### config.mk
export PLATFORM = sky130hd
export DESIGN_NAME = pin_wake_and_output_ctrl
export DESIGN_NICKNAME = d
export VERILOG_FILES = /design/src/rtl/pin_edge_detect.v /design/src/rtl/pin_wake_and_output_ctrl.v
export VERILOG_INCLUDE_DIRS = /design/src /design/src/rtl
export SDC_FILE = /design/constraint.sdc
export NUM_CORES = 1
export LEC_CHECK = 0
export BUFFER_PORTS_ARGS = -buffer_cell sky130_fd_sc_hd__buf_2
export CELL_PAD_IN_SITES_DETAIL_PLACEMENT = 0
export CELL_PAD_IN_SITES_GLOBAL_PLACEMENT = 1
export CORE_UTILIZATION = 30
export DETAILED_ROUTE_END_ITERATION = 10
export GPL_TIMING_DRIVEN = 0
export PLACE_DENSITY_LB_ADDON = 0.05
export SYNTH_ARGS = -nofsm -noshare
export SYNTH_HDL_FRONTEND = slang
export SYNTH_HIERARCHICAL = 1
export SYNTH_SLANG_ARGS = --single-unit
### constraint.sdc
create_clock -name clock_in -period 1.7 [get_ports clock_in]
set_clock_uncertainty 0.15 [all_clocks]
set_input_delay 0.51 -clock clock_in [delete_from_list [all_inputs] [get_ports clock_in]]
set_output_delay 0.51 -clock clock_in [all_outputs]
set_load 0.1 [all_outputs]
### src/rtl/pin_wake_map.vh
`ifndef PIN_WAKE_MAP_VH
`define PIN_WAKE_MAP_VH
// number of general-purpose bidirectional pins (positions 0..18)
`define GP_PIN_COUNT      19
// number of output-only pins
`define OUT_PIN_COUNT     2
// reset values
`define WAKE_EN_RESET     19'h00000
`define EDGE_RISE_RESET   19'h7ffff
`define DRIVE_RESET       2'h3
`define PULLUP_RESET      2'h3
// bit positions inside the output-only masks
`define OUT_PIN_ZERO_BIT  0
`define OUT_PIN_ONE_BIT   1
// extra event flags appended above the pin bits in the status word
`define STATUS_EXTRA_BITS 2
`endif

### src/rtl/pin_edge_detect.v
`timescale 1ns/1ps
`include "pin_wake_map.vh"
module pin_edge_detect #(
    parameter WIDTH = `GP_PIN_COUNT
) (
    // clock and reset
    input  wire             clock_in,
    input  wire             nrst_in,
    // raw asynchronous pins and edge choice
    input  wire [WIDTH-1:0] pin_in,
    input  wire [WIDTH-1:0] rise_sel_in,
    // synchronised level and edge pulse
    output wire [WIDTH-1:0] level_out,
    output wire [WIDTH-1:0] edge_out
);
    reg [WIDTH-1:0] sync1_q;
    reg [WIDTH-1:0] sync2_q;
    reg [WIDTH-1:0] prev_q;
    reg [2:0]       fill_q;

    // two-stage synchroniser; prev holds last settled level
    always @(posedge clock_in) begin
        if (!nrst_in) begin
            sync1_q  <= {WIDTH{1'b0}};
            sync2_q  <= {WIDTH{1'b0}};
            prev_q   <= {WIDTH{1'b0}};
            fill_q   <= 3'h0;
        end else begin
            sync1_q  <= pin_in;
            sync2_q  <= sync1_q;
            prev_q   <= sync2_q;
            fill_q   <= {fill_q[1:0], 1'b1};
        end
    end

    // no edge until prev holds a real pin level; a high idle pad
    // would otherwise look like a rising edge right after reset
    genvar i;
    generate
        for (i = 0; i < WIDTH; i = i + 1) begin : g_edge
            assign edge_out[i] = fill_q[2] & (rise_sel_in[i] ? (sync2_q[i] & ~prev_q[i])
                                                            : (~sync2_q[i] & prev_q[i]));
        end
    endgenerate
    assign level_out = sync2_q;
endmodule

### src/rtl/pin_wake_and_output_ctrl.v
`timescale 1ns/1ps
`include "pin_wake_map.vh"
// Summary of operation
// [RULE_01] - enable mask sets, disable mask clears wake
// [RULE_02] - bits clear in both masks keep state
// [RULE_03] - both masks set means wake disabled
// [RULE_04] - edge masks; rising default and wins ties
// [RULE_05] - enable/edge writes ignore non-input pins
// [RULE_06] - peripheral-owned input pins still take settings
// [RULE_07] - wake settings held through sleep
// [RULE_08] - wake and interrupt views share storage
// [RULE_09] - status read returns flags, then clears all
// [RULE_10] - unused status bits always read zero
// [RULE_11] - deep sleep wake leaves status empty
// [RULE_12] - normal sleep wake accumulates boot events
// [RULE_13] - route bit maps radio signals onto pins
// [RULE_14] - enabled outputs block spi and diversity drive
// [RULE_15] - enable request fails while spi owns pins
// [RULE_16] - reset/sleep/wake release output pins, pull-ups on
// [RULE_17] - high mask drives high, low mask low
// [RULE_18] - output pins high after power-up
// [RULE_19] - both masks low; neither keeps level
// [RULE_20] - drive write waits until peripheral disabled
// [RULE_21] - reset clears all wake and interrupt enables
// [RULE_22] - masks cover pin positions 0 to 18
// [RULE_23] - selected edge sets status, requests wake
module pin_wake_and_output_ctrl #(
    parameter NPIN = `GP_PIN_COUNT
) (
    // clock and reset
    input  wire                 clock_in,
    input  wire                 nrst_in,
    // pin configuration from the direction and mux logic
    input  wire [NPIN-1:0]      pin_is_input_in,
    input  wire [NPIN-1:0]      pin_periph_owned_in,
    // wake/interrupt enable write, shared by both views
    input  wire                 wake_en_wr_in,
    input  wire [NPIN-1:0]      wake_set_mask_in,
    input  wire [NPIN-1:0]      wake_clear_mask_in,
    // edge select write, shared by both views
    input  wire                 edge_wr_in,
    input  wire [NPIN-1:0]      rising_edge_mask_in,
    input  wire [NPIN-1:0]      falling_edge_mask_in,
    // status read strobe and extra pin event sources
    input  wire                 status_rd_in,
    input  wire [`STATUS_EXTRA_BITS-1:0] other_event_in,
    // power state from the system controller
    input  wire                 sleep_in,
    // bidirectional pin levels (asynchronous)
    input  wire [NPIN-1:0]      bidir_gp_pin_in,
    // radio and modem interface routing
    input  wire                 route_wr_in,
    input  wire                 rf_signal_route_en_in,
    input  wire [NPIN-1:0]      rf_out_in,
    input  wire [NPIN-1:0]      rf_oe_n_in,
    input  wire [NPIN-1:0]      gp_out_in,
    input  wire [NPIN-1:0]      gp_oe_n_in,
    // output-only pin control
    input  wire                 out_en_wr_in,
    input  wire                 out_en_val_in,
    input  wire                 spi_master_active_in,
    input  wire [`OUT_PIN_COUNT-1:0] spi_drive_in,
    input  wire [`OUT_PIN_COUNT-1:0] diversity_drive_in,
    input  wire                 drive_wr_in,
    input  wire [`OUT_PIN_COUNT-1:0] drive_high_mask_in,
    input  wire [`OUT_PIN_COUNT-1:0] drive_low_mask_in,
    input  wire [`OUT_PIN_COUNT-1:0] out_periph_en_in,
    // wake status and request
    output reg  [31:0]          status_data_out,
    output wire                 wake_req_out,
    output wire [NPIN-1:0]      wake_en_out,
    output wire [NPIN-1:0]      edge_rising_out,
    // bidirectional pin drive
    output reg  [NPIN-1:0]      bidir_gp_pin_out,
    output reg  [NPIN-1:0]      bidir_gp_pin_oe_n_out,
    output wire                 rf_signal_route_en_out,
    // output-only pins
    output wire                 output_only_pin_zero_out,
    output wire                 output_only_pin_one_out,
    output wire [`OUT_PIN_COUNT-1:0] out_pullup_en_out,
    output wire                 out_gp_enabled_out,
    output reg                  out_en_ack_out,
    output reg                  out_en_ok_out
);
    localparam NSTAT = NPIN + `STATUS_EXTRA_BITS;

    // wake enables and edge choice: one storage for wake and interrupt views [RULE_08]
    reg  [NPIN-1:0]  wake_en_q;
    reg  [NPIN-1:0]  wake_en_d;
    reg  [NPIN-1:0]  rise_q;
    reg  [NPIN-1:0]  rise_d;
    reg  [NSTAT-1:0] status_q;
    reg  [NSTAT-1:0] status_d;
    reg              route_q;
    reg              out_gp_en_q;
    reg  [`OUT_PIN_COUNT-1:0] drive_q;
    reg  [`OUT_PIN_COUNT-1:0] pend_hi_q;
    reg  [`OUT_PIN_COUNT-1:0] pend_lo_q;
    // pending drive values wait above while a peripheral owns the pin
    reg              sleep_s1_q;
    reg              sleep_s2_q;
    reg              sleep_prev_q;
    wire [NPIN-1:0]  pin_edge;
    wire [NPIN-1:0]  writable;
    wire [NPIN-1:0]  pin_event;
    wire [NSTAT-1:0] new_events;
    wire             sleep_sync;
    wire             sleep_change;
    // internal power-up level of the output-only pins
    wire [`OUT_PIN_COUNT-1:0] drive_reset;

    // two-flop view of the sleep level from the power controller
    // a sleep pulse under one clock may slip by; sleep is held far longer
    always @(posedge clock_in) begin
        if (!nrst_in) begin
            sleep_s1_q   <= 1'b0;
            sleep_s2_q   <= 1'b0;
            sleep_prev_q <= 1'b0;
        end else begin
            sleep_s1_q   <= sleep_in;
            sleep_s2_q   <= sleep_s1_q;
            sleep_prev_q <= sleep_s2_q;
        end
    end
    assign sleep_sync   = sleep_s2_q;
    assign sleep_change = sleep_s2_q ^ sleep_prev_q;

    // edge detector keeps running in sleep so pins can wake the device
    pin_edge_detect #(
        .WIDTH       (NPIN)
    ) u_edge (
        .clock_in    (clock_in),
        .nrst_in     (nrst_in),
        .pin_in      (bidir_gp_pin_in),
        .rise_sel_in (rise_q),
        .level_out   (),
        .edge_out    (pin_edge)
    );

    // only input pins take enable/edge writes; peripheral ownership is no bar
    assign writable = pin_is_input_in; // [RULE_05] [RULE_06]

    // enable and edge update; clear wins enable ties, rising wins edge ties
    always @* begin
        wake_en_d = wake_en_q;
        rise_d    = rise_q;
        if (wake_en_wr_in) begin
            wake_en_d = (wake_en_q | (wake_set_mask_in & writable))      // [RULE_01] [RULE_02]
                        & ~(wake_clear_mask_in & writable);              // [RULE_03]
        end
        if (edge_wr_in) begin
            rise_d = (rise_q & ~(falling_edge_mask_in & writable))       // [RULE_04]
                     | (rising_edge_mask_in & writable);
        end
    end

    // sleep does not touch this state; only writes and reset (deep sleep) change it
    always @(posedge clock_in) begin
        if (!nrst_in) begin
            wake_en_q <= `WAKE_EN_RESET;   // [RULE_21] [RULE_22]
            rise_q    <= `EDGE_RISE_RESET; // [RULE_04]
        end else begin
            wake_en_q <= wake_en_d;        // [RULE_07]
            rise_q    <= rise_d;
        end
    end

    // enabled input pins with the chosen edge raise events
    assign pin_event  = pin_edge & wake_en_q & pin_is_input_in; // [RULE_23]
    assign new_events = {other_event_in, pin_event};

    // sticky status; read clears, but an event in the read cycle survives
    always @* begin
        status_d = status_q | new_events;  // [RULE_12]
        if (status_rd_in) begin
            status_d = new_events;         // [RULE_09]
        end
    end

    always @(posedge clock_in) begin
        if (!nrst_in) begin
            status_q        <= {NSTAT{1'b0}}; // [RULE_11]
            status_data_out <= 32'h00000000;
        end else begin
            status_q        <= status_d;
            if (status_rd_in) begin
                status_data_out <= {{(32-NSTAT){1'b0}}, status_q}; // [RULE_10]
            end
        end
    end
    assign wake_req_out    = |status_q[NPIN-1:0]; // [RULE_23]
    assign wake_en_out     = wake_en_q;
    assign edge_rising_out = rise_q;

    // radio/modem routing mode
    always @(posedge clock_in) begin
        if (!nrst_in) begin
            route_q <= 1'b0;
        end else if (route_wr_in) begin
            route_q <= rf_signal_route_en_in; // [RULE_13]
        end
    end
    assign rf_signal_route_en_out = route_q;

    // registered pin drive; routing picks radio or normal sources
    always @(posedge clock_in) begin
        if (!nrst_in) begin
            bidir_gp_pin_out      <= {NPIN{1'b0}};
            bidir_gp_pin_oe_n_out <= {NPIN{1'b1}};
        end else if (route_q) begin
            bidir_gp_pin_out      <= rf_out_in;   // [RULE_13]
            bidir_gp_pin_oe_n_out <= rf_oe_n_in;
        end else begin
            bidir_gp_pin_out      <= gp_out_in;
            bidir_gp_pin_oe_n_out <= gp_oe_n_in;
        end
    end

    // output-only pin ownership; refused while the spi master holds them
    always @(posedge clock_in) begin
        if (!nrst_in) begin
            out_gp_en_q    <= 1'b0;                // [RULE_16]
            out_en_ack_out <= 1'b0;
            out_en_ok_out  <= 1'b0;
        end else begin
            out_en_ack_out <= out_en_wr_in;
            if (sleep_sync || sleep_change) begin
                out_gp_en_q <= 1'b0;               // [RULE_16]
                // pins stay released, so only a release request reports success
                if (out_en_wr_in) begin
                    out_en_ok_out <= ~out_en_val_in; // [RULE_16]
                end
            end else if (out_en_wr_in) begin
                if (out_en_val_in && spi_master_active_in) begin
                    out_en_ok_out <= 1'b0;         // [RULE_15]
                end else begin
                    out_gp_en_q   <= out_en_val_in;
                    out_en_ok_out <= 1'b1;
                end
            end
        end
    end
    assign out_gp_enabled_out = out_gp_en_q;
    // pull-ups forced on at all times, owned or released; no pull-up control here
    assign out_pullup_en_out  = `PULLUP_RESET;      // [RULE_16]
    assign drive_reset        = `DRIVE_RESET;       // [RULE_18]

    // drive level; low wins ties, blank bits keep level, owned pins wait
    // a second write before release replaces the pending value, not queued
    genvar k;
    generate
        for (k = 0; k < `OUT_PIN_COUNT; k = k + 1) begin : g_drive
            always @(posedge clock_in) begin
                if (!nrst_in) begin
                    drive_q[k]   <= drive_reset[k]; // [RULE_18]
                    pend_hi_q[k] <= 1'b0;
                    pend_lo_q[k] <= 1'b0;
                end else if (drive_wr_in && out_periph_en_in[k]) begin
                    pend_hi_q[k] <= drive_high_mask_in[k] & ~drive_low_mask_in[k]; // [RULE_20]
                    pend_lo_q[k] <= drive_low_mask_in[k];
                end else if (drive_wr_in) begin
                    pend_hi_q[k] <= 1'b0;
                    pend_lo_q[k] <= 1'b0;
                    if (drive_low_mask_in[k]) begin
                        drive_q[k] <= 1'b0;        // [RULE_17] [RULE_19]
                    end else if (drive_high_mask_in[k]) begin
                        drive_q[k] <= 1'b1;        // [RULE_17]
                    end
                end else if (!out_periph_en_in[k] && (pend_hi_q[k] || pend_lo_q[k])) begin
                    drive_q[k]   <= pend_hi_q[k];  // [RULE_20]
                    pend_hi_q[k] <= 1'b0;
                    pend_lo_q[k] <= 1'b0;
                end
            end
        end
    endgenerate

    // one pin's source: gp drive while owned, else spi, else diversity switch
    function pick_out_level;
        input gp_owned;
        input gp_level;
        input spi_busy;
        input spi_level;
        input div_level;
        begin
            if (gp_owned) begin
                pick_out_level = gp_level;
            end else if (spi_busy) begin
                pick_out_level = spi_level;
            end else begin
                pick_out_level = div_level;
            end
        end
    endfunction

    // gp ownership shuts out spi and diversity drive
    assign output_only_pin_zero_out = pick_out_level(out_gp_en_q,       // [RULE_14]
        drive_q[`OUT_PIN_ZERO_BIT], spi_master_active_in,
        spi_drive_in[`OUT_PIN_ZERO_BIT], diversity_drive_in[`OUT_PIN_ZERO_BIT]);
    assign output_only_pin_one_out  = pick_out_level(out_gp_en_q,       // [RULE_14]
        drive_q[`OUT_PIN_ONE_BIT], spi_master_active_in,
        spi_drive_in[`OUT_PIN_ONE_BIT], diversity_drive_in[`OUT_PIN_ONE_BIT]);
endmodule

# Word level (Yosys, flattened, before mapping)

Index checks and enable logic that the tools add are counted.

Memories: 0
Register bits after elaboration: 191
Latch bits: 0
Word-level logic and storage cells: 210
Bits in writable memories: 0
Memory bits (read-only): 0

Reduce and logical (&&, ||, !) cells: 19
Magnitude comparators: 0
$add $sub $neg: 0
$mul: 0
Bitwise logic cells: 118
Muxes and demuxes: 47
Equal/unequal tests: 2
Div/mod/pow operators: 0
Shift operators: 0

Operators with widths:

| cell               | number |
|---|---|
| $and 19x19->19     | 8 |
| $and 1x1->1        | 59 |
| $not 1->1          | 45 |
| $mux 1             | 44 |
| $mux 19            | 2 |
| $not 19->19        | 2 |
| $or 19x19->19      | 2 |
| $mux 21            | 1 |
| $or 21x21->21      | 1 |
| $reduce_or 19->1   | 1 |
| $ne 3x1->1 const B | 2 |
| $reduce_and 3->1   | 2 |
| $reduce_bool 3->1  | 2 |
| $logic_and 1x1->1  | 5 |
| $reduce_bool 2->1  | 2 |
| $logic_or 1x1->1   | 3 |
| $logic_not 1->1    | 2 |
| $reduce_and 2->1   | 1 |
| $reduce_or 2->1    | 1 |
| $xor 1x1->1        | 1 |

# Logic depth before layout (Yosys ltp)

Gate-level depths: netlist of the first run.

Depth in word-level cells: 8
Mapped depth: 7

# By module

Netlist of the first run, hierarchy kept.

Modules (own cells, without submodules):

| module                   | cells each | area an instance (um^2) | instances |
|---|---|---|---|
| pin_wake_and_output_ctrl | 540        | 5117.4                  | 1 |
| pin_edge_detect          | 186        | 2104.5                  | 1 |

# Worst setup path before layout of the first run

No wires, ideal clock.

Path kind: reg2out
Start: register out_gp_en_q (netlist: out_gp_enabled_out)
End: output port output_only_pin_one_out
Stages on the path, launching flop included: 2
Required time: 1.040 ns
Path slack: -1.903 ns
Arrival: 2.943 ns
Path buffers: 0
Cells stage by stage: dfxtp_1 > o21ai_0

Longest elaborated chain between the ends: 1

RTL lines:

| element                | RTL line                       | RTL |
|---|---|---|
| start, declared        | pin_wake_and_output_ctrl.v:95  | `reg out_gp_en_q;` |
| start signal, assigned | pin_wake_and_output_ctrl.v:237 | `out_gp_en_q <= out_en_val_in;` |
| $mux 1                 | pin_wake_and_output_ctrl.v:286 | `if (gp_owned) begin` |
| end, declared          | pin_wake_and_output_ctrl.v:79  | `output wire output_only_pin_one_out,` |

No other way between the ends.

# Worst setup path after layout of the first run

Start: register status_q[3]
End: output port wake_req_out

Longest elaborated chain between the ends: 1

RTL lines:

| element                | RTL line                       | RTL |
|---|---|---|
| start, declared        | pin_wake_and_output_ctrl.v:92  | `reg [NSTAT-1:0] status_q;` |
| start signal, assigned | pin_wake_and_output_ctrl.v:182 | `status_q <= {NSTAT{1'b0}};` |
| start signal, assigned | pin_wake_and_output_ctrl.v:185 | `status_q <= status_d;` |
| $reduce_or 19->1       | pin_wake_and_output_ctrl.v:191 | `assign wake_req_out = \|status_q[NPIN-1:0];` |
| end, declared          | pin_wake_and_output_ctrl.v:70  | `output wire wake_req_out,` |

No other way between the ends.

==> impl_metrics.env, run 1 <==
export IMPL_drt_antenna_violating_nets=0
export IMPL_tns_ns=-1.24
export IMPL_cts_buffer_depth=2
export IMPL_cp_start_kind="flip-flop"
export IMPL_p_leak_nw=4.99
export IMPL_synth_edf_count=0
export IMPL_synth_area_top_cells="dfxtp_1 53%, mux2i_1 9.1%, nor2b_1 5.5%, and2_1 5.5%, nand3_1 5.3%"
export IMPL_grt_max_degree=19
export IMPL_gp_congestion=0.795
export IMPL_ys_warnings_count=6
export IMPL_startpoint="status_q[3]$_SDFF_PN0_"
export IMPL_hold_end="u_edge/sync1_q[13]$_SDFF_PN0_"
export IMPL_die_h_um=157
export IMPL_p_clk_frac=0.368
export IMPL_yosys_area_top_type="dfxtp_1"
export IMPL_p_per_area_nw_per_um2=985
export IMPL_synthCells=726
export IMPL_fillers=2288
export IMPL_htreeDepth=4
export IMPL_yosys_most_used_dff="dfxtp_1"
export IMPL_crit_fanout=3
export IMPL_dpl_hpwl_mm=18.2
export IMPL_antenna_found_initial=4
export IMPL_drive_above_1_share=0.419
export IMPL_endpoint_kind="output port"
export IMPL_drt_wl_total_mm=23.4
export IMPL_fin_util=0.478
export IMPL_overflow=0
export IMPL_synth_most_common_cell="dfxtp_1"
export IMPL_vias=6269
export IMPL_timing_rr_end="bidir_gp_pin_oe_n_out[17]$_SDFF_PN1_"
export IMPL_setup_viol=4
export IMPL_cts_buffers=17
export IMPL_grtUsageTotal=0.186
export IMPL_design_area_um2=11300
export IMPL_wire_per_inst_um=16.6
export IMPL_grt_pass1_wl_mm=34.1
export IMPL_synth_commonest_cells="191 x dfxtp_1, 80 x nand2_1, 76 x nand3_1"
export IMPL_status="finished, violations left"
export IMPL_die_x_um=157
export IMPL_rows=56
export IMPL_fin_crit_ns=2.52
export IMPL_dp_cells=1369
export IMPL_worstPathArrival_ns=1.86
export IMPL_cp_required_ns=1.04
export IMPL_areaGrowthSynthToFinish_pct=55.8
export IMPL_core_area_um2=23500
export IMPL_portBuffers=313
export IMPL_clkTransAtPathRegs_ns=0.07
export IMPL_p_seq_frac=0.432
export IMPL_drt_iter0_drc=300
export IMPL_hold_depth=2
export IMPL_hp_class="input pin to flip-flop"
export IMPL_setup_slack_ns=-0.818
export IMPL_r2r_slack_ns=0.20
export IMPL_ys_seq_area_frac=0.529
export IMPL_crit_type="flip-flop to output port"
export IMPL_ys_async_sr_fraction=0
export IMPL_p_sw_w=0.00342
export IMPL_drv_cap=0
export IMPL_cts_root_buf="clkbuf_16"
export IMPL_cts_sinks=191
export IMPL_post_drt_via_cell_ratio=4.46
export IMPL_drtPass1Iterations=4
export IMPL_stdcell_count=1406
export IMPL_holdCritStartpoint="bidir_gp_pin_in[13]"
export IMPL_yosysTopAreaCellShare=0.529
export IMPL_initial_core_util=0.307
export IMPL_ioPinCount=350
export IMPL_drc=0
export IMPL_fmax_mhz=397
export IMPL_synth_cell_types=28
export IMPL_tightest_slew_ns=0.590
export IMPL_place_area_um2=9290
export IMPL_slew_headroom=0.607
export IMPL_num_nets_final=1303
export IMPL_slew_violations=0
export IMPL_p_sw_frac=0.308
export IMPL_clk_latency_ns=0.43
export IMPL_finalCritPeriodShare=1.48
export IMPL_r2r_cells=5
export IMPL_dpl_worst_slack_ns=-0.667
export IMPL_design_die_area_um2=24700
export IMPL_ys_seq_elements=191
export IMPL_violations="negative setup slack"
export IMPL_reg2reg_from="rf_signal_route_en_out$_SDFFE_PN0P_"
export IMPL_hold_violations=0
export IMPL_first_global_vias=5876
export IMPL_combPwrFrac=0.200
export IMPL_rsz0062_at_grt="yes"
export IMPL_cts_tree="done"
export IMPL_p_int_w=0.00767
export IMPL_netlist_area_um2=7220
export IMPL_vdd_drop_max_v=0.000503
export IMPL_syn_avg_cell_area_um2=9.95
[state kept, by name (all words and copies together), names as in the netlist, 3 cells and up]
| signal | cells |
|---|---|
| bidir_gp_pin_oe_n_out | 19 |
| bidir_gp_pin_out | 19 |
| edge_rising_out | 19 |
| status_data_out | 21 |
| status_q | 21 |
| u_edge/fill_q | 3 |
| u_edge/level_out | 19 |
| u_edge/prev_q | 19 |
| u_edge/sync1_q | 19 |
| wake_en_out | 19 |
[logic make-up after synthesis]
kind of cell	share of synthesized area
DFF	0.529
and+or+nand+nor	0.277
other	0.00104
AOI/OAI and AO/OA	0.0525
buffers and inverters	0.0487
muxes	0.0915
[cell usage in the layout (no fill, tap or decap), drive strengths merged, types with 2 or more instances in the layout]
cell,Yosys,routed
nand4bb,19,19
o21bai,2,2
inv,5,11
nor2b,64,64
nor4,5,5
clkinv,0,2
mux2i,66,66
o221ai,2,2
nand3,76,76
conb,2,13
a31oi,20,20
clkbuf,19,39
nand2,80,80
dfxtp,191,191
o21ai,6,6
clkinvlp,0,2
diode,0,4
nand4b,19,19
a21oi,5,5
a32oi,19,19
and2,63,63
buf,37,351
bufinv,0,2
nor2,23,23
[worst max-delay path, stage by stage, from the launching register on]
cell and delay, ns:
dfxtp_2 0.35, nor4_4 0.31, nand4_1 0.14, or4_4 0.45
buf_12 0.18
[routing by layer]
layer,up-vias,track usage,share of wire
met1,2843,0.219,0.42
li1,3194,-,-
met3,21,0.0396,0.057
met4,2,0.0629,0.015
met5,-,0,0.00034
met2,209,0.334,0.51
[layout make-up]
type                       instances  area, um^2  share of cell area
antenna                            4        10.0            0.000889
buffer                            56         333              0.0296
clock buffer                      20         447              0.0397
clock inverter                    12         150              0.0133
inverter                           5        18.8             0.00167
multi-input combinational        485        3180               0.283
sequential                       191        3930               0.349
tap                              319         399              0.0355
timing repair buffer             314        2780               0.247
[power groups by stage]
stage / clock (W) / sequential, W / combinational, W
after floorplan: 0 / 0.00565 / 0.000620
after global placement: 0 / 0.00485 / 0.00197
after detailed placement: 0 / 0.00485 / 0.00197
after CTS: 0.00422 / 0.00479 / 0.00220
after global routing: 0.00437 / 0.00481 / 0.00233
final: 0.00408 / 0.00479 / 0.00222
[stage by stage]
stage	hold WS, ns	total power [W]
2_1_floorplan	0.232	0.00627
3_3_place_gp	0.244	0.00682
3_5_place_dp	0.251	0.00682
4_1_cts	0.101	0.0112
5_1_grt	0.116	0.0115
6_report	0.127	0.0111
[how the worst max path moves through the flow]
stage | cells past startpoint | to | slack (ns)
after global routing | 4 | wake_req_out | -0.89
after detailed placement | 4 | wake_req_out | -0.67
after global placement | 4 | wake_req_out | -0.67
after CTS | 4 | wake_req_out | -0.87
after floorplan | 3 | wake_req_out | -0.22
final | 4 | wake_req_out | -0.82
[timing repair]
item	in CTS	in global routing
setup endpoints to repair	104	46
setup buffers	0	1
pin swaps	6	4
hold endpoints to repair	0	0
hold buffers	0	0
gates resized for setup	339	60
Power figures use the tool's default switching activity.
==> inputs of run 2 (changes only) <==
Settings changed: GPL_TIMING_DRIVEN 0 to default, MAX_ROUTING_LAYER from default to met4.
==> run 2 against run 1 <==
- the run still ends with negative setup slack left
- routed wire length is 7.6% lower
- sequential share of layout area decreased by 0.46 points
- critical path type unchanged
- final cell count decreased by 1.4%
- utilization rose by 0.60 points
==> impl_metrics.env, run 2 (synthesis results as in run 1) <==
export IMPL_cts_buffers=17
export IMPL_cts_tree="done"
export IMPL_core_area_um2=23500
export IMPL_finalCritPeriodShare=1.54
export IMPL_cts_buffer_depth=2
export IMPL_crit_fanout=2
export IMPL_rows=56
export IMPL_p_seq_frac=0.440
export IMPL_cts_sinks=191
export IMPL_largestRegisters="status_data_out: 21 flops, status_q: 21 flops"
export IMPL_hold_depth=2
export IMPL_drt_wl_total_mm=21.6
export IMPL_areaGrowthSynthToFinish_pct=57.8
export IMPL_r2r_cells=5
export IMPL_die_h_um=157
export IMPL_post_drt_via_cell_ratio=4.42
export IMPL_drc=0
export IMPL_grt_max_degree=60
export IMPL_first_global_vias=5760
export IMPL_hold_violations=0
export IMPL_cp_required_ns=1.04
export IMPL_holdCritStartpoint="out_en_val_in"
export IMPL_p_leak_nw=5.05
export IMPL_clkTransAtPathRegs_ns=0.07
export IMPL_dpl_hpwl_mm=16.3
export IMPL_grt_pass1_wl_mm=31.8
export IMPL_drt_iter0_drc=193
export IMPL_endpoint_kind="output port"
export IMPL_m1WireLength_mm=9.42
export IMPL_drtPass1Iterations=4
export IMPL_p_per_area_nw_per_um2=957
export IMPL_rsz0062_at_grt="yes"
export IMPL_gp_congestion=0.814
export IMPL_wire_per_inst_um=15.6
export IMPL_cts_root_buf="clkbuf_16"
export IMPL_num_nets_final=1285
export IMPL_drt_antenna_violating_nets=0
export IMPL_ioPinCount=350
export IMPL_portBuffers=317
export IMPL_overflow=0
export IMPL_p_clk_frac=0.355
export IMPL_top_layer="met4"
export IMPL_die_x_um=157
export IMPL_crit_type="flip-flop to output port"
export IMPL_holdWs_ns=0.122
export IMPL_vdd_drop_max_v=0.000570
export IMPL_timing_rr_end="status_q[14]$_SDFF_PN0_"
export IMPL_worstPathArrival_ns=1.96
export IMPL_initial_core_util=0.307
export IMPL_route_met2_wl_mm=10.7
export IMPL_final_cell_mix="212 x buf_2, 135 x dfxtp_1, 90 x buf_12"
export IMPL_reg2reg_from="u_edge/fill_q[2]$_SDFF_PN0_"
export IMPL_fmax_mhz=381
export IMPL_fin_util=0.484
export IMPL_antenna_found_initial=1
export IMPL_slew_violations=0
export IMPL_routed_wl_met3_mm=1.27
export IMPL_fillers=2245
export IMPL_hp_class="input pin to flip-flop"
export IMPL_cp_start_kind="flip-flop"
export IMPL_p_int_w=0.00748
export IMPL_grtUsageTotal=0.177
export IMPL_clk_latency_ns=0.43
export IMPL_status="finished, violations left"
export IMPL_r2r_slack_ns=0.26
export IMPL_htreeDepth=4
export IMPL_p_sw_frac=0.314
export IMPL_hold_end="out_en_ok_out$_SDFFE_PN0P_"
export IMPL_drv_cap=0
export IMPL_fin_crit_ns=2.62
export IMPL_violations="negative setup slack"
export IMPL_p_sw_w=0.00342
export IMPL_design_die_area_um2=24700
export IMPL_vias=6128
export IMPL_drive_above_1_share=0.422
export IMPL_setup_viol=4
export IMPL_combPwrFrac=0.205
export IMPL_setup_slack_ns=-0.922
export IMPL_layout_commonest_cell="buf_2"
## run 2: critical path, cell delays in order, from the launching register on
cell     delay, ns
dfxtp_1       0.32
nor4_2        0.26
buf_4         0.15
nand4_1       0.15
or4_4         0.46
buf_8         0.19
## run 2: layout make-up
cell class	count	area, um^2	share of cell area
clock inverter	13	119	0.0104
tap	319	399	0.0350
clock buffer	19	453	0.0397
antenna	2	5.00	0.000439
inverter	5	18.8	0.00165
sequential	191	3930	0.345
timing repair buffer	352	3330	0.292
multi-input combinational	485	3140	0.276
## run 2: per-layer routing
metal | vias to the layer above | global-route usage
met5 | - | -
met4 | 0 | 0.0532
met3 | 16 | 0.0377
met2 | 191 | 0.302
met1 | 2771 | 0.208
li1 | 3150 | -
## run 2: per-stage QoR
step | setup WS (ns) | std cells | power [W] | instance area (um^2) | setup TNS [ns]
after floorplan | -0.219 | 737 | 0.00627 | 7320 | -0.533
after global placement | -0.579 | 1350 | 0.00708 | 10600 | -0.798
after detailed placement | -0.593 | 1350 | 0.00708 | 10600 | -0.861
after CTS | -0.959 | 1384 | 0.0111 | 11300 | -1.42
after global routing | -0.982 | 1385 | 0.0114 | 11400 | -1.57
final | -0.922 | 1386 | 0.0109 | 11400 | -1.36
## run 2: how the worst max path moves through the flow
stage | from | endpoint | slack (ns) | cells past startpoint
after floorplan | status_q[11]$_SDFF_PN0_ | wake_req_out | -0.22 | 3
after global placement | status_q[3]$_SDFF_PN0_ | wake_req_out | -0.58 | 5
after detailed placement | status_q[3]$_SDFF_PN0_ | wake_req_out | -0.59 | 5
after CTS | status_q[3]$_SDFF_PN0_ | wake_req_out | -0.96 | 5
after global routing | status_q[3]$_SDFF_PN0_ | wake_req_out | -0.98 | 5
final | status_q[3]$_SDFF_PN0_ | wake_req_out | -0.92 | 5
## run 2: timing repair
action / CTS / global route
hold buffers: 0 / 0
cloned: 0 / 0
pin swaps: 4 / 1
gates resized for setup: 60 / 40
setup buffers: 2 / 0
endpoints found under the setup margin: 44 / 43
## run 2: power groups by stage
stage          Combinational [W]  Sequential (W)  Clock [W]
2_1_floorplan           0.000620         0.00565          0
3_3_place_gp             0.00218         0.00490          0
3_5_place_dp             0.00218         0.00490          0
4_1_cts                  0.00224         0.00480    0.00403
5_1_grt                  0.00234         0.00482    0.00420
6_report                 0.00223         0.00479    0.00387
==> inputs of run 3 (changes only) <==
Settings changed: SETUP_SLACK_MARGIN from default to 0.2.
==> run 3 against run 2 <==
- the flow still finishes with violations (negative setup slack)
- utilization up 3.0 points
- sequential power about the same
- global-route usage up 0.38 points
- combinational power up 6%
- first-iteration DRC count up 36%
- via count up 3.2%
- final cell count up 3.6%
- clock power up 6.5%
==> impl_metrics.env, run 3 (synthesis results as in run 1) <==
export IMPL_rows=56
export IMPL_antenna_found_initial=7
export IMPL_cts_root_buf="clkbuf_16"
export IMPL_drc=0
export IMPL_drt_iter0_drc=263
export IMPL_htreeDepth=4
export IMPL_crit_fanout=2
export IMPL_first_global_vias=5763
export IMPL_portBuffers=317
export IMPL_areaGrowthSynthToFinish_pct=67.4
export IMPL_setup_viol=4
export IMPL_r2r_cells=4
export IMPL_die_h_um=157
export IMPL_num_nets_final=1330
export IMPL_fin_crit_ns=2.61
export IMPL_design_area_um2=12100
export IMPL_tns_ns=-1.26
export IMPL_hold_buffers=0
export IMPL_drt_wl_total_mm=22.2
export IMPL_worstPathArrival_ns=1.95
export IMPL_wire_per_inst_um=15.5
export IMPL_final_cell_mix="212 x buf_2, 111 x buf_12, 88 x dfxtp_1"
export IMPL_grt_max_degree=65
export IMPL_core_area_um2=23500
export IMPL_p_leak_nw=5.38
export IMPL_gp_congestion=0.788
export IMPL_dpl_hpwl_mm=16.7
export IMPL_cp_start_kind="flip-flop"
export IMPL_largestRegisters="status_data_out: 21 flops, status_q: 21 flops"
export IMPL_status="finished, violations left"
export IMPL_hold_depth=2
export IMPL_hold_violations=0
export IMPL_layout_commonest_cell="buf_2"
export IMPL_clk_latency_ns=0.42
export IMPL_design_die_area_um2=24700
export IMPL_endpoint_kind="output port"
export IMPL_die_x_um=157
export IMPL_cts_buffers=17
export IMPL_violations="negative setup slack"
export IMPL_grtUsageTotal=0.181
export IMPL_finalCritPeriodShare=1.54
export IMPL_ioPinCount=350
export IMPL_clkTransAtPathRegs_ns=0.07
export IMPL_cts_sinks=191
export IMPL_setup_slack_ns=-0.913
export IMPL_slew_violations=0
export IMPL_vias=6327
export IMPL_holdWs_ns=0.118
export IMPL_drtPass1Iterations=5
export IMPL_post_drt_via_cell_ratio=4.41
export IMPL_power_w=0.0113
export IMPL_hp_class="input pin to flip-flop"
export IMPL_drv_cap=0
export IMPL_crit_type="flip-flop to output port"
export IMPL_grt_pass1_wl_mm=32.4
export IMPL_drt_antenna_violating_nets=0
export IMPL_fmax_mhz=383
export IMPL_fin_util=0.514
export IMPL_p_per_area_nw_per_um2=933
export IMPL_overflow=0
export IMPL_cp_required_ns=1.04
export IMPL_initial_core_util=0.307
export IMPL_cts_buffer_depth=2
export IMPL_vdd_drop_max_v=0.000553
export IMPL_rsz0062_at_grt="yes"
export IMPL_place_area_um2=10700
export IMPL_cts_tree="done"
export IMPL_fillers=2210
export IMPL_drive_above_1_share=0.486
run 3: cell count changes in the layout (fill, tap and decap cells not counted), moves of 2 or more:
| cell | previous run | this run |
|---|---|---|
| clkinv_4 | 3 | 1 |
| dfxtp_2 | 42 | 68 |
| mux2i_1 | 64 | 66 |
| mux2i_2 | 2 | 0 |
| clkbuf_8 | 2 | 0 |
| clkinv_8 | 0 | 2 |
| diode_2 | 2 | 7 |
| buf_12 | 90 | 111 |
| dfxtp_4 | 14 | 35 |
| dfxtp_1 | 135 | 88 |
| buf_4 | 27 | 74 |
| nor4_4 | 0 | 2 |
| buf_6 | 22 | 0 |
run 3: layout make-up:
type	count	area, um^2	share of cell area
multi-input cells	485	3160	0.261
clock buffers	19	454	0.0376
clock inverters	13	163	0.0135
inverters	5	18.8	0.00155
repair buffers	397	3840	0.318
flip-flops and latches	191	4040	0.334
diodes	7	17.5	0.00145
well taps	319	399	0.0330
run 3: power breakdown:
| part | total (W) | switching, W | internal, W |
|---|---|---|---|
| sequential | 0.00478 | 0.000137 | 0.00464 |
| combinational | 0.00237 | 0.00146 | 0.000916 |
| clock | 0.00412 | 0.00192 | 0.00221 |
| total | 0.0113 | 0.00351 | 0.00777 |
run 3: final timing paths:
kind | from | end | slack, ns
worst max register to register | rf_signal_route_en_out$_SDFFE_PN0P_ | bidir_gp_pin_oe_n_out[18]$_SDFF_PN1_ | 0.29
worst min register to register | sleep_prev_q$_SDFF_PN0_ | out_gp_enabled_out$_SDFFE_PP0P_ | 0.26
worst min-delay path | out_en_val_in | out_en_ok_out$_SDFFE_PN0P_ | 0.12
worst max-delay path | status_q[14]$_SDFF_PN0_ | wake_req_out | -0.91
run 3: critical path: stages (launching register included):
cell	delay, ns
dfxtp_2	0.34
nor4_4	0.27
buf_4	0.14
nand4_1	0.13
or4_4	0.46
buf_12	0.18
run 3: metrics by stage:
step                      instances  setup WS, ns
after global placement         1352        -0.658
after floorplan                 737        -0.219
final                          1436        -0.913
after detailed placement       1352        -0.665
after CTS                      1424        -0.963
after global routing           1436         -1.01
run 3: repair_timing:
action | in CTS | in global routing
buffers inserted | 40 | 5
pin swaps | 6 | 1
gates resized for setup | 122 | 5
setup endpoints to repair | 104 | 104
run 3: metal layers:
metal / wire length [um] / vias to the layer above / global-route usage
met1: 9780 / 2875 / 0.215
met2: 10900 / 195 / 0.300
met5: 0 / - / -
li1: - / 3246 / -
met3: 1300 / 11 / 0.0479
met4: 234 / 0 / 0.0504
